## src/verilog/l2_fwd_regs.vh

```
`ifndef L2_FWD_REGS_VH
`define L2_FWD_REGS_VH

// register byte offsets
`define OFS_GMC        12'h000
`define OFS_LGC        12'h004
`define OFS_PVM        12'h008
`define OFS_PCFG0      12'h010
`define OFS_PCFG1      12'h014
`define OFS_PCFG2      12'h018
`define OFS_STAT       12'h020
`define BASE_VLAN      6'h01
`define BASE_IGMP      7'h04
`define BASE_HMF       6'h03
`define BASE_SEC       6'h04

// global_mac_control
`define GMC_MAXLEN_HI  10
`define GMC_SWMODE     28
`define GMC_RESET      32'h000005f2

// lookup_global_control
`define LGC_VLAN_EN    22
`define LGC_PVLAN_EN   20
`define LGC_DTAG_EN    15
`define LGC_STP_EN     5
`define LGC_IGMP_EN    6
`define LGC_SNIFF_EN   7
`define LGC_MIRR_EN    8
`define LGC_SEC_EN     9
`define LGC_SNIFF_LO   10
`define LGC_MIRR_LO    12
`define LGC_RESET      32'h00000000

// port_vlan_mapping: stp states [5:0], groups [14:6]
`define PVM_GRP_LO     6
`define PVM_RESET      32'h00007fff

// per-port config: port_default_vid, priority, tagged only, ingress filter
`define PCFG_PRI_LO    12
`define PCFG_TAGONLY   16
`define PCFG_INFILT    17
`define PCFG_RESET     18'h00001

// table entry fields
`define VL_VALID       18
`define VL_VID_LO      6
`define VL_TAG_LO      3
`define IG_VALID       31
`define IG_MAP_LO      28
`define IG_TOP_NIBBLE  4'he
`define HM_VALID       25
`define HM_FROM1       24
`define HM_FROM0       23
`define SEC_VALID      16

// port numbers and stp states
`define PORT0          2'b00
`define PORT1          2'b01
`define PORT_HOST      2'b10
`define STP_DISABLED   2'b00
`define STP_FORWARD    2'b11

`define MIN_FRAME_LEN  11'd64

`endif
```

## src/verilog/l2_fwd_engine.v

```verilog
// Operation
// igmp entry holds valid bit 31, port map 30:28, group ip low 28 bits
// multicast ip with top nibble 1110 matching valid igmp entry copies to its ports
// sixteen host filters; if any valid, unmatched multicast to host port dropped
// host delivery needs 23-bit match, multicast da, source enable, valid entry
// filter entry valid 25, from-port1 24, from-port0 23, match 22:0
// decision only after the whole frame sits in packet memory
// forward only good frames: crc ok, 64 to max length, sa differs da
// bit 22 enables tag vlan; frames checked against sixteen vlan entries
// with stp enabled, source port state decides continue or drop
// routing table indexed by a hash of the destination mac
// sniffer hits copied to sniffer port; mirror duplicates to mirror port
// frames failing the eight security mac check are dropped
// gmc bit 28 adds source-port byte to frames from ports 0/1 to host
// software mode forwards host frames by last payload byte low two bits
// bit 20 with port mapping restricts broadcasts to same group
// overlapping groups let shared port hear both, groups stay isolated
// zero tagged vid or untagged uses port default vid, default one
// untagged gets default vid and priority; priority tag keeps priority
// untagged/priority frames dropped on tagged-only port, else vlan membership
// tagged frame from non-member dropped with ingress filter, else membership
// egress untags ports in untagged member set of the vid
// bit 15 of lookup control enables double tagging
// vlan entry holds forward map, tag map, 12-bit vid, valid
// port codes 00 port0, 01 port1, 10 host port
// dropped frames reach no port except sniffer and mirror copies
`timescale 1ns/1ns
`include "l2_fwd_regs.vh"

module l2_fwd_engine
(
	input  wire        i_clk,
	input  wire        i_rst,
	input  wire        i_psel,
	input  wire        i_penable,
	input  wire        i_pwrite,
	input  wire [11:0] i_paddr,
	input  wire [31:0] i_pwdata,
	output reg  [31:0] o_prdata,
	output reg         o_pready,
	output reg         o_pslverr,
	input  wire        i_desc_valid,
	input  wire [1:0]  i_src_port,
	input  wire [47:0] i_da,
	input  wire [47:0] i_sa,
	input  wire        i_crc_ok,
	input  wire [10:0] i_len,
	input  wire        i_tagged,
	input  wire [2:0]  i_tag_pri,
	input  wire [11:0] i_tag_vid,
	input  wire        i_ip_mcast,
	input  wire [31:0] i_dst_ip,
	input  wire        i_bpdu,
	input  wire        i_sniff_hit,
	input  wire [7:0]  i_last_byte,
	input  wire        i_rt_hit,
	input  wire [2:0]  i_rt_map,
	output reg         o_rt_req,
	output reg  [9:0]  o_rt_index,
	output reg         o_dec_valid,
	output reg  [2:0]  o_port_map,
	output reg  [2:0]  o_copy_map,
	output reg  [2:0]  o_untag_map,
	output reg  [11:0] o_vid,
	output reg  [2:0]  o_pri,
	output reg         o_insert_src,
	output reg         o_drop,
	output reg         o_double_tag
);

////////////////////////////////////////////////////////////////////////////////
// registers and tables

reg [31:0] gmc, lgc, pvm;
reg [17:0] pcfg [0:2];
reg [18:0] vlan [0:15];
reg [31:0] igmp [0:7];
reg [25:0] hmf  [0:15];
reg [47:0] sec  [0:7];
reg        sec_v [0:7];
reg [15:0] fwd_cnt, drop_cnt;
wire acc    = i_psel && i_penable && !o_pready;
wire in_vl  = i_paddr[11:6] == `BASE_VLAN;
wire in_ig  = i_paddr[11:5] == `BASE_IGMP;
wire in_hm  = i_paddr[11:6] == `BASE_HMF;
wire in_sec = i_paddr[11:6] == `BASE_SEC;
wire in_pc  = i_paddr == `OFS_PCFG0 || i_paddr == `OFS_PCFG1 || i_paddr == `OFS_PCFG2;
wire [1:0] pc_idx = i_paddr[3:2];
wire mapped = in_vl || in_ig || in_hm || in_sec || in_pc || i_paddr == `OFS_GMC
	|| i_paddr == `OFS_LGC || i_paddr == `OFS_PVM || i_paddr == `OFS_STAT;
wire wr = i_psel && i_penable && o_pready && i_pwrite && mapped;
integer k, j;

always @(posedge i_clk)
begin
	if (i_rst)
	begin
		gmc <= `GMC_RESET;
		lgc <= `LGC_RESET;
		pvm <= `PVM_RESET;
		for (k = 0; k < 3; k = k + 1)
			pcfg[k] <= `PCFG_RESET;
		for (k = 0; k < 16; k = k + 1)
		begin
			vlan[k] <= 19'h00000;
			hmf[k]  <= 26'h0000000;
		end
		for (k = 0; k < 8; k = k + 1)
		begin
			igmp[k]  <= 32'h00000000;
			sec[k]   <= 48'h000000000000;
			sec_v[k] <= 1'b0;
		end
	end
	else if (wr)
	begin
		if (i_paddr == `OFS_GMC)
			gmc <= i_pwdata;
		if (i_paddr == `OFS_LGC)
			lgc <= i_pwdata;
		if (i_paddr == `OFS_PVM)
			pvm <= {17'h00000, i_pwdata[14:0]};
		if (in_pc)
			pcfg[pc_idx] <= i_pwdata[17:0];
		if (in_vl)
			vlan[i_paddr[5:2]] <= i_pwdata[18:0];
		if (in_ig)
			igmp[i_paddr[4:2]] <= i_pwdata;
		if (in_hm)
			hmf[i_paddr[5:2]] <= i_pwdata[25:0];
		if (in_sec && !i_paddr[2])
			sec[i_paddr[5:3]][31:0] <= i_pwdata;
		if (in_sec && i_paddr[2])
		begin
			sec[i_paddr[5:3]][47:32] <= i_pwdata[15:0];
			sec_v[i_paddr[5:3]] <= i_pwdata[`SEC_VALID];
		end
	end
end

reg [31:0] rdata;
always @*
begin
	rdata = 32'h00000000;
	if (i_paddr == `OFS_GMC)
		rdata = gmc;
	else if (i_paddr == `OFS_LGC)
		rdata = lgc;
	else if (i_paddr == `OFS_PVM)
		rdata = pvm;
	else if (i_paddr == `OFS_STAT)
		rdata = {drop_cnt, fwd_cnt};
	else if (in_pc)
		rdata = {14'h0000, pcfg[pc_idx]};
	else if (in_vl)
		rdata = {13'h0000, vlan[i_paddr[5:2]]};
	else if (in_ig)
		rdata = igmp[i_paddr[4:2]];
	else if (in_hm)
		rdata = {6'h00, hmf[i_paddr[5:2]]};
	else if (in_sec && !i_paddr[2])
		rdata = sec[i_paddr[5:3]][31:0];
	else if (in_sec)
		rdata = {15'h0000, sec_v[i_paddr[5:3]], sec[i_paddr[5:3]][47:32]};
end

// one wait state keeps pready and prdata straight from flops
always @(posedge i_clk)
begin
	if (i_rst)
	begin
		o_pready  <= 1'b0;
		o_pslverr <= 1'b0;
		o_prdata  <= 32'h00000000;
	end
	else
	begin
		o_pready  <= acc;
		o_pslverr <= acc && !mapped;
		o_prdata  <= (acc && !i_pwrite) ? rdata : 32'h00000000;
	end
end

////////////////////////////////////////////////////////////////////////////////
// stage 1: capture descriptor of a fully stored frame

reg        s_vld, s_good, s_tagged, s_ipm, s_bpdu, s_sniff;
reg [1:0]  s_src, s_swb;
reg [2:0]  s_tpri;
reg [11:0] s_tvid;
reg [31:0] s_ip;
reg [47:0] s_da, s_sa;
wire [10:0] max_len = gmc[`GMC_MAXLEN_HI:0];

always @(posedge i_clk)
begin
	if (i_rst)
	begin
		s_vld      <= 1'b0;
		o_rt_req   <= 1'b0;
		o_rt_index <= 10'h000;
	end
	else
	begin
		// store then decide
		s_vld    <= i_desc_valid;
		o_rt_req <= i_desc_valid;
		// hashed routing index
		o_rt_index <= i_da[9:0] ^ i_da[19:10] ^ i_da[29:20] ^ i_da[39:30] ^ {2'b00, i_da[47:40]};
	end
	s_src    <= i_src_port;
	s_da     <= i_da;
	s_sa     <= i_sa;
	// good frame check
	s_good   <= i_crc_ok && i_len >= `MIN_FRAME_LEN && i_len <= max_len && i_sa != i_da;
	s_tagged <= i_tagged;
	s_tpri   <= i_tag_pri;
	s_tvid   <= i_tag_vid;
	s_ipm    <= i_ip_mcast;
	s_ip     <= i_dst_ip;
	s_bpdu   <= i_bpdu;
	s_sniff  <= i_sniff_hit;
	s_swb    <= i_last_byte[1:0];
end

////////////////////////////////////////////////////////////////////////////////
// stage 2: table matches

wire        prio_tag = s_tagged && s_tvid == 12'h000;
wire [17:0] scfg     = pcfg[s_src];
// vid classification
wire [11:0] vid      = (s_tagged && !prio_tag) ? s_tvid : scfg[11:0];
// untagged takes port priority
wire [2:0]  pri      = s_tagged ? s_tpri : scfg[`PCFG_PRI_LO+2:`PCFG_PRI_LO];
wire [2:0]  sbit     = 3'b001 << s_src;
wire [1:0]  st       = pvm[2*s_src+:2];
wire [22:0] da_key   = {s_da[30:24], s_da[39:32], s_da[47:40]};

wire [15:0] vl_m, hm_m, hm_v;
wire [7:0]  ig_m, sec_m;
wire [2:0]  grp_m;

genvar g;
generate
	for (g = 0; g < 16; g = g + 1)
	begin : tab16
		// vlan entry lookup
		assign vl_m[g] = vlan[g][`VL_VALID] && vlan[g][`VL_VID_LO+11:`VL_VID_LO] == vid;
		assign hm_v[g] = hmf[g][`HM_VALID];
		// all four host filter conditions
		assign hm_m[g] = hm_v[g] && s_da[0] && hmf[g][22:0] == da_key
			&& ((s_src == `PORT0 && hmf[g][`HM_FROM0]) || (s_src == `PORT1 && hmf[g][`HM_FROM1]));
	end
	for (g = 0; g < 8; g = g + 1)
	begin : tab8
		// top nibble assumed multicast
		assign ig_m[g]  = igmp[g][`IG_VALID] && igmp[g][27:0] == s_ip[27:0];
		// security mac match
		assign sec_m[g] = sec_v[g] && sec[g] == s_sa;
	end
	for (g = 0; g < 3; g = g + 1)
	begin : grp
		// every group holding the source contributes
		assign grp_m[g] = pvm[`PVM_GRP_LO+3*g+s_src];
	end
endgenerate

reg [2:0] vl_fwd, vl_tag, ig_map, grp_u;

always @*
begin
	vl_fwd = 3'b000;
	vl_tag = 3'b000;
	ig_map = 3'b000;
	grp_u  = 3'b000;
	for (j = 0; j < 16; j = j + 1)
		if (vl_m[j])
		begin
			vl_fwd = vl_fwd | vlan[j][2:0];
			vl_tag = vl_tag | vlan[j][`VL_TAG_LO+2:`VL_TAG_LO];
		end
	for (j = 0; j < 8; j = j + 1)
		if (ig_m[j])
			ig_map = ig_map | igmp[j][`IG_MAP_LO+2:`IG_MAP_LO];
	for (j = 0; j < 3; j = j + 1)
		if (grp_m[j])
			grp_u = grp_u | pvm[`PVM_GRP_LO+3*j+:3];
end

////////////////////////////////////////////////////////////////////////////////
// stage 2: forwarding decision

wire sw_mode = gmc[`GMC_SWMODE];
wire bcast   = &s_da;
reg [2:0] next_map, next_copy;
reg       next_drop;

always @*
begin
	next_drop = !s_good;
	next_copy = 3'b000;
	if (sw_mode && s_src == `PORT_HOST)
	begin
		// software chooses the egress port
		case (s_swb)
			2'b00:   next_map = 3'b001;
			2'b01:   next_map = 3'b010;
			default: next_map = 3'b000;
		endcase
	end
	else
	begin
		// lookup map excludes the source; igmp copies or host bpdus can add it back
		next_map = (bcast || !i_rt_hit) ? ~sbit : (i_rt_map & ~sbit);
		// port-based group restriction
		if (lgc[`LGC_PVLAN_EN])
			next_map = next_map & grp_u;
		// tag vlan membership
		if (lgc[`LGC_VLAN_EN])
		begin
			// untagged or priority frames
			if ((!s_tagged || prio_tag) && scfg[`PCFG_TAGONLY])
				next_drop = 1'b1;
			// ingress filtering
			if (s_tagged && !prio_tag && !vl_fwd[s_src] && scfg[`PCFG_INFILT])
				next_drop = 1'b1;
			next_map = next_map & vl_fwd;
		end
		// port state gate, bpdus go to host unless the port is disabled
		if (lgc[`LGC_STP_EN] && st != `STP_FORWARD)
		begin
			if (s_bpdu && st != `STP_DISABLED)
				next_map = 3'b100;
			else
				next_drop = 1'b1;
		end
		// host multicast filter
		if (|hm_v && s_da[0] && !(|hm_m))
			next_map[2] = 1'b0;
		// igmp snooping copy
		if (lgc[`LGC_IGMP_EN] && s_ipm && s_ip[31:28] == `IG_TOP_NIBBLE)
			next_map = next_map | ig_map;
		// security drop
		if (lgc[`LGC_SEC_EN] && !(|sec_m))
			next_drop = 1'b1;
	end
	// sniffer and mirror copies
	if (s_good && lgc[`LGC_SNIFF_EN] && s_sniff)
		next_copy = next_copy | (3'b001 << lgc[`LGC_SNIFF_LO+:2]);
	if (s_good && lgc[`LGC_MIRR_EN])
		next_copy = next_copy | (3'b001 << lgc[`LGC_MIRR_LO+:2]);
	// dropped frame gets an empty port map; sniffer and mirror copies still apply when s_good is set
	if (next_drop)
		next_map = 3'b000;
end

always @(posedge i_clk)
begin
	if (i_rst)
	begin
		o_dec_valid  <= 1'b0;
		o_port_map   <= 3'b000;
		o_copy_map   <= 3'b000;
		o_untag_map  <= 3'b000;
		o_vid        <= 12'h000;
		o_pri        <= 3'b000;
		o_insert_src <= 1'b0;
		o_drop       <= 1'b0;
		o_double_tag <= 1'b0;
		fwd_cnt      <= 16'h0000;
		drop_cnt     <= 16'h0000;
	end
	else
	begin
		// double tag enable
		o_double_tag <= lgc[`LGC_DTAG_EN];
		o_dec_valid  <= s_vld;
		if (s_vld)
		begin
			o_port_map  <= next_map;
			o_copy_map  <= next_copy;
			// untagged member set
			o_untag_map <= lgc[`LGC_VLAN_EN] ? ~vl_tag : 3'b000;
			o_vid       <= vid;
			o_pri       <= pri;
			o_drop      <= next_drop;
			// source-port byte toward host
			o_insert_src <= sw_mode && s_src != `PORT_HOST && next_map[2];
			if (next_drop)
				drop_cnt <= drop_cnt + 16'h0001;
			else
				fwd_cnt <= fwd_cnt + 16'h0001;
		end
	end
end

endmodule

```

## config.mk

```make
export PLATFORM = sky130hd
export DESIGN_NAME = l2_fwd_engine
export DESIGN_NICKNAME = d
export VERILOG_FILES = /design/src/verilog/l2_fwd_engine.v
export VERILOG_INCLUDE_DIRS = /design/src /design/src/verilog
export SDC_FILE = /design/constraint.sdc
export NUM_CORES = 2
export LEC_CHECK = 0
export BUFFER_PORTS_ARGS = -buffer_cell sky130_fd_sc_hd__buf_2
export CAP_MARGIN = 20
export CORE_ASPECT_RATIO = 0.7
export CORE_UTILIZATION = 35
export CTS_BUF_LIST = sky130_fd_sc_hd__clkbuf_4
export DETAILED_ROUTE_END_ITERATION = 12
export SLEW_MARGIN = 20
export SYNTH_ARGS = -nofsm -noshare
export SYNTH_HDL_FRONTEND = slang
export SYNTH_SLANG_ARGS = --single-unit
export TNS_END_PERCENT = 20
```

## constraint.sdc

```tcl
create_clock -name i_clk -period 5.85 [get_ports i_clk]
set_input_delay 1.17 -clock i_clk [delete_from_list [all_inputs] [get_ports i_clk]]
set_output_delay 1.17 -clock i_clk [all_outputs]
set_load 0.02 [all_outputs]
```

==> results by group <==
Power and ir drop
  – PD cells: between 200 and 300 mW/mm²
  – LEAKAGE: around 40 nW
  – Worst IR Drop VDD: 0.000161 V

Drt
  – DR vias: 72554
  – First-pass iteration count of the detailed router: 9
  – Total routed wirelength: about 430 mm
  – Vias per inst: 5.95
  – Starting DRT DRC Count: around 12000
  – DRC: 2
  – Per-cell routed wire length: ~35 µm
  – Post-DRT Antenna Nets: 0

Outcome
  – Failing checks: DRC
  – Status: complete, but fails checks

Clock tree
  – Clk_lat worst skew: between 1 and 1.5 ns
  – Clock tree from TritonCTS: yes
  – CTS sink count: roughly 1800
  – Root Buffer: clkbuf_4
  – Post-CTS setup buffers: 0
  – Clock transition at path regs: 0.07 ns
  – CTS H-tree lvls: 5
  – CTS buffer count: ~460
  – Max Root-Sink Buffers: 4

Critical path
  – Setup crit start kind: flop
  – Crit path largest cell delay: 0.76 ns
  – Worst flop-to-flop path startpoint: s_tvid[0]$_DFF_P_
  – CP arrival: 7.02 ns
  – CP delay by family, top: simple AND/OR/NAND/NOR gates
  – Top cell by count, worst path: or4_1
  – Critical path fanouts, max: 26
  – Crit path launch: s_tvid[0]$_DFF_P_
  – CP Capture Type: flop
  – Worst setup path class: flop to flop
  – Critical path, cell by cell: or4_1, o31a_1, nor2_4, xor2_1, nor4b_2, and2_0, a2111oi_0, nand4_1, a22oi_2, a21oi_2, buf_12, or4_1, a21oi_1
  – CP max-delay cell: or4_1
  – CP Buf/Inv Count: 1
  – Worst EP required: slightly above 7 ns

STA
  – Fmax: between 0.15 and 0.2 GHz
  – Rel. slew slack: 11.2%
  – Max-slew violation count: 0
  – Min cycle time layout: 5.79 ns
  – Final Hold Fails: 0
  – RSZ-0062 raised after global routing: false
  – Final setup viols: 0
  – Final period util: roughly 99%
  – Skew final: ~0.14 ns
  – Fin Setup TNS: 0 ns
  – Worst-margin pin slew: ~1.3 ns

Floorplan
  – # IOs: just under 300
  – Initial Util: between 30% and 40%
  – Die area: roughly 0.27 mm²
  – Placeable Area: 0.269 mm²
  – # rows: around 160
  – Die Y: around 440 µm
  – Chip width: around 620 µm

Min path
  – Min-delay src: i_sa[2]
  – Worst min path class: primary input to flop

Global routing
  – Initial antenna violation count: 62
  – First-pass GRT wire length: 578 mm
  – Tot GR Track Use: a little under a third
  – Number of global-route vias before repair: roughly 70000
  – Largest net degree at the start of global routing: between 80 and 90
  – Overflow after GRT: 0

Cells and area
  – Synth-to-Final Area Change: 15.0%
  – Commonest non-fill, non-tap cells in the layout: edfxtp_1, and2_1, clkbuf_4, xor2_1, xnor2_1
  – Cell area after layout: 0.109 mm²
  – Share of layout cells above drive strength 1: 22.9%
  – Most common cell after layout, fill and taps aside: edfxtp_1
  – Fin nets: ~8500

Synth
  – Mapped Cells: approximately 7700
  – Prevailing post-synth register cell: edfxtp_1
  – Multiplexer area fraction after synthesis: between 10% and 20%
  – Yosys cell types: just under 90
  – Post-synthesis simple-gate area fraction: 17.1%
  – Fraction of registers with async set/reset: 0%
  – Syn avg cell area: between 10 and 15 µm²
  – Sequential-to-total area share from yosys stat: 52.8%
  – Compound-Gate Fraction of Synth Area: under 10%
  – Post-synth EDFFs: between 1000 and 1500
  – Mapped Area: 0.0946 mm²
  – Largest family of logic cells by synthesized area: simple AND/OR/NAND/NOR gates
  – Adder-cell share of the synthesized area: less than 1%
  – XOR/XNOR Fraction of Synth Area: between 10% and 20%
  – Flops & latches, synth: 1776
  – Syn. warnings: 0

Placed design
  – Input/output buffers: around 290
  – Detail Placement HPWL: approximately 310 mm
  – GP Congestion: approximately 1.0
  – Cell Area, Placed: approximately 0.10 mm²

Run
  – Max Cap Violations: 0
[logic make-up after synthesis]
group / Yosys count
AOI/OAI and AO/OA: 707
and+or+nand+nor: 2770
other: 1
DFF: 1776
muxes: 518
buffers and inverters: 762
xor gates and xnor gates: 1109
adders and majority gates: 18
[layout make-up]
cell class	count	area, µm²
fill	25413	160000
clock buffer	692	5190
multi-input combinational	5140	42100
clock inverter	120	737
timing repair buffer	783	5860
inverter	123	462
sequential	1776	50000
antenna	24	60.1
tap	3542	4430
[power by group]
group,switching (W),internal (W),leakage (nW)
clock network,0.00568,0.00576,3.52
logic,0.00242,0.00125,18.7
registers,0.000536,0.0140,17.8
[Yosys cell counts (12+ instances only)]
cell type | n | area, µm²
a211o_1 | 23 | 201
nor3_1 | 147 | 736
o31ai_1 | 14 | 105
nor2_1 | 188 | 706
buf_2 | 25 | 125
a31oi_1 | 15 | 93.8
or3_1 | 19 | 119
o22a_1 | 12 | 105
and2_1 | 1427 | 8930
ha_1 | 17 | 213
inv_1 | 120 | 450
o21a_1 | 41 | 308
nand2b_1 | 39 | 244
nand4_1 | 200 | 1250
xor2_1 | 617 | 5400
nor4_1 | 205 | 1280
o221ai_1 | 12 | 105
a211oi_1 | 19 | 143
mux2_2 | 17 | 191
a22oi_1 | 64 | 480
a22o_1 | 23 | 201
clkbuf_1 | 559 | 2100
mux4_2 | 441 | 9930
buf_1 | 51 | 191
a311oi_1 | 16 | 140
o21ai_0 | 130 | 651
mux2i_1 | 60 | 601
nor2b_1 | 51 | 319
or2_2 | 70 | 438
and3_1 | 15 | 93.8
a222oi_1 | 14 | 140
nor4b_1 | 25 | 219
nand2_1 | 233 | 875
edfxtp_1 | 1440 | 43200
a2111oi_0 | 21 | 184
xnor2_1 | 492 | 4310
o22ai_1 | 18 | 113
or4_1 | 13 | 97.6
a21oi_1 | 164 | 821
a221oi_1 | 29 | 254
dfxtp_1 | 336 | 6730
nand3_1 | 92 | 460
[path summary, 6_finish.rpt]
check | end | slack (ns) | cells past startpoint
worst max-delay path | drop_cnt[7]$_SDFFE_PP0P_ | 0.06 | 13
worst min-delay path | s_sa[2]$_DFF_P_ | 0.14 | 1
worst max register to register | drop_cnt[7]$_SDFFE_PP0P_ | 0.06 | 13
worst min register to register | gmc[23]$_SDFFE_PP0P_ | 0.46 | 2
[routing by layer]
metal | part of all wire [%] | track usage, % | vias up | wire, µm
li1 | - | - | 29381 | -
met1 | 41 | 43.3 | 36848 | 176000
met2 | 40 | 42.1 | 5500 | 173000
met3 | 15 | 11.8 | 797 | 63800
met4 | 3.8 | 10.7 | 28 | 16500
met5 | 0.046 | 0 | - | 197
[state kept, by name, summed over array words and instances (netlist names), 48 cells and up]
| register | count |
|---|---|
| hmf | 416 |
| igmp | 256 |
| s_sa | 48 |
| vlan | 304 |
| s_da | 48 |
| sec | 384 |
| pcfg | 72 |
[what timing repair did]
| item | 4_1_cts | 5_1_grt |
|---|---|---|
| hold buffers | 152 | 0 |
| setup endpoints to repair | 0 | 1 |
| hold endpoints to repair | 154 | 0 |
| resized for setup | 0 | 1 |
[per-stage QoR]
| stage | util [%] | total power, W | hold WS (ns) | setup WS (ns) | std cells |
|---|---|---|---|---|---|
| floorplan | - | 0.0164 | 0.433 | 0.855 | 7678 |
| global placement | 37.7 | 0.0182 | 0.438 | 0.357 | 11211 |
| detailed placement | 37.7 | 0.0182 | 0.446 | 0.393 | 11211 |
| CTS | 40.5 | 0.0296 | 0.0180 | 0.344 | 12175 |
| global route | 40.5 | 0.0304 | 0.0720 | 0.0516 | 12188 |
| finish | 40.5 | 0.0297 | 0.136 | 0.0600 | 12200 |
(Power assumes the default switching activity.)
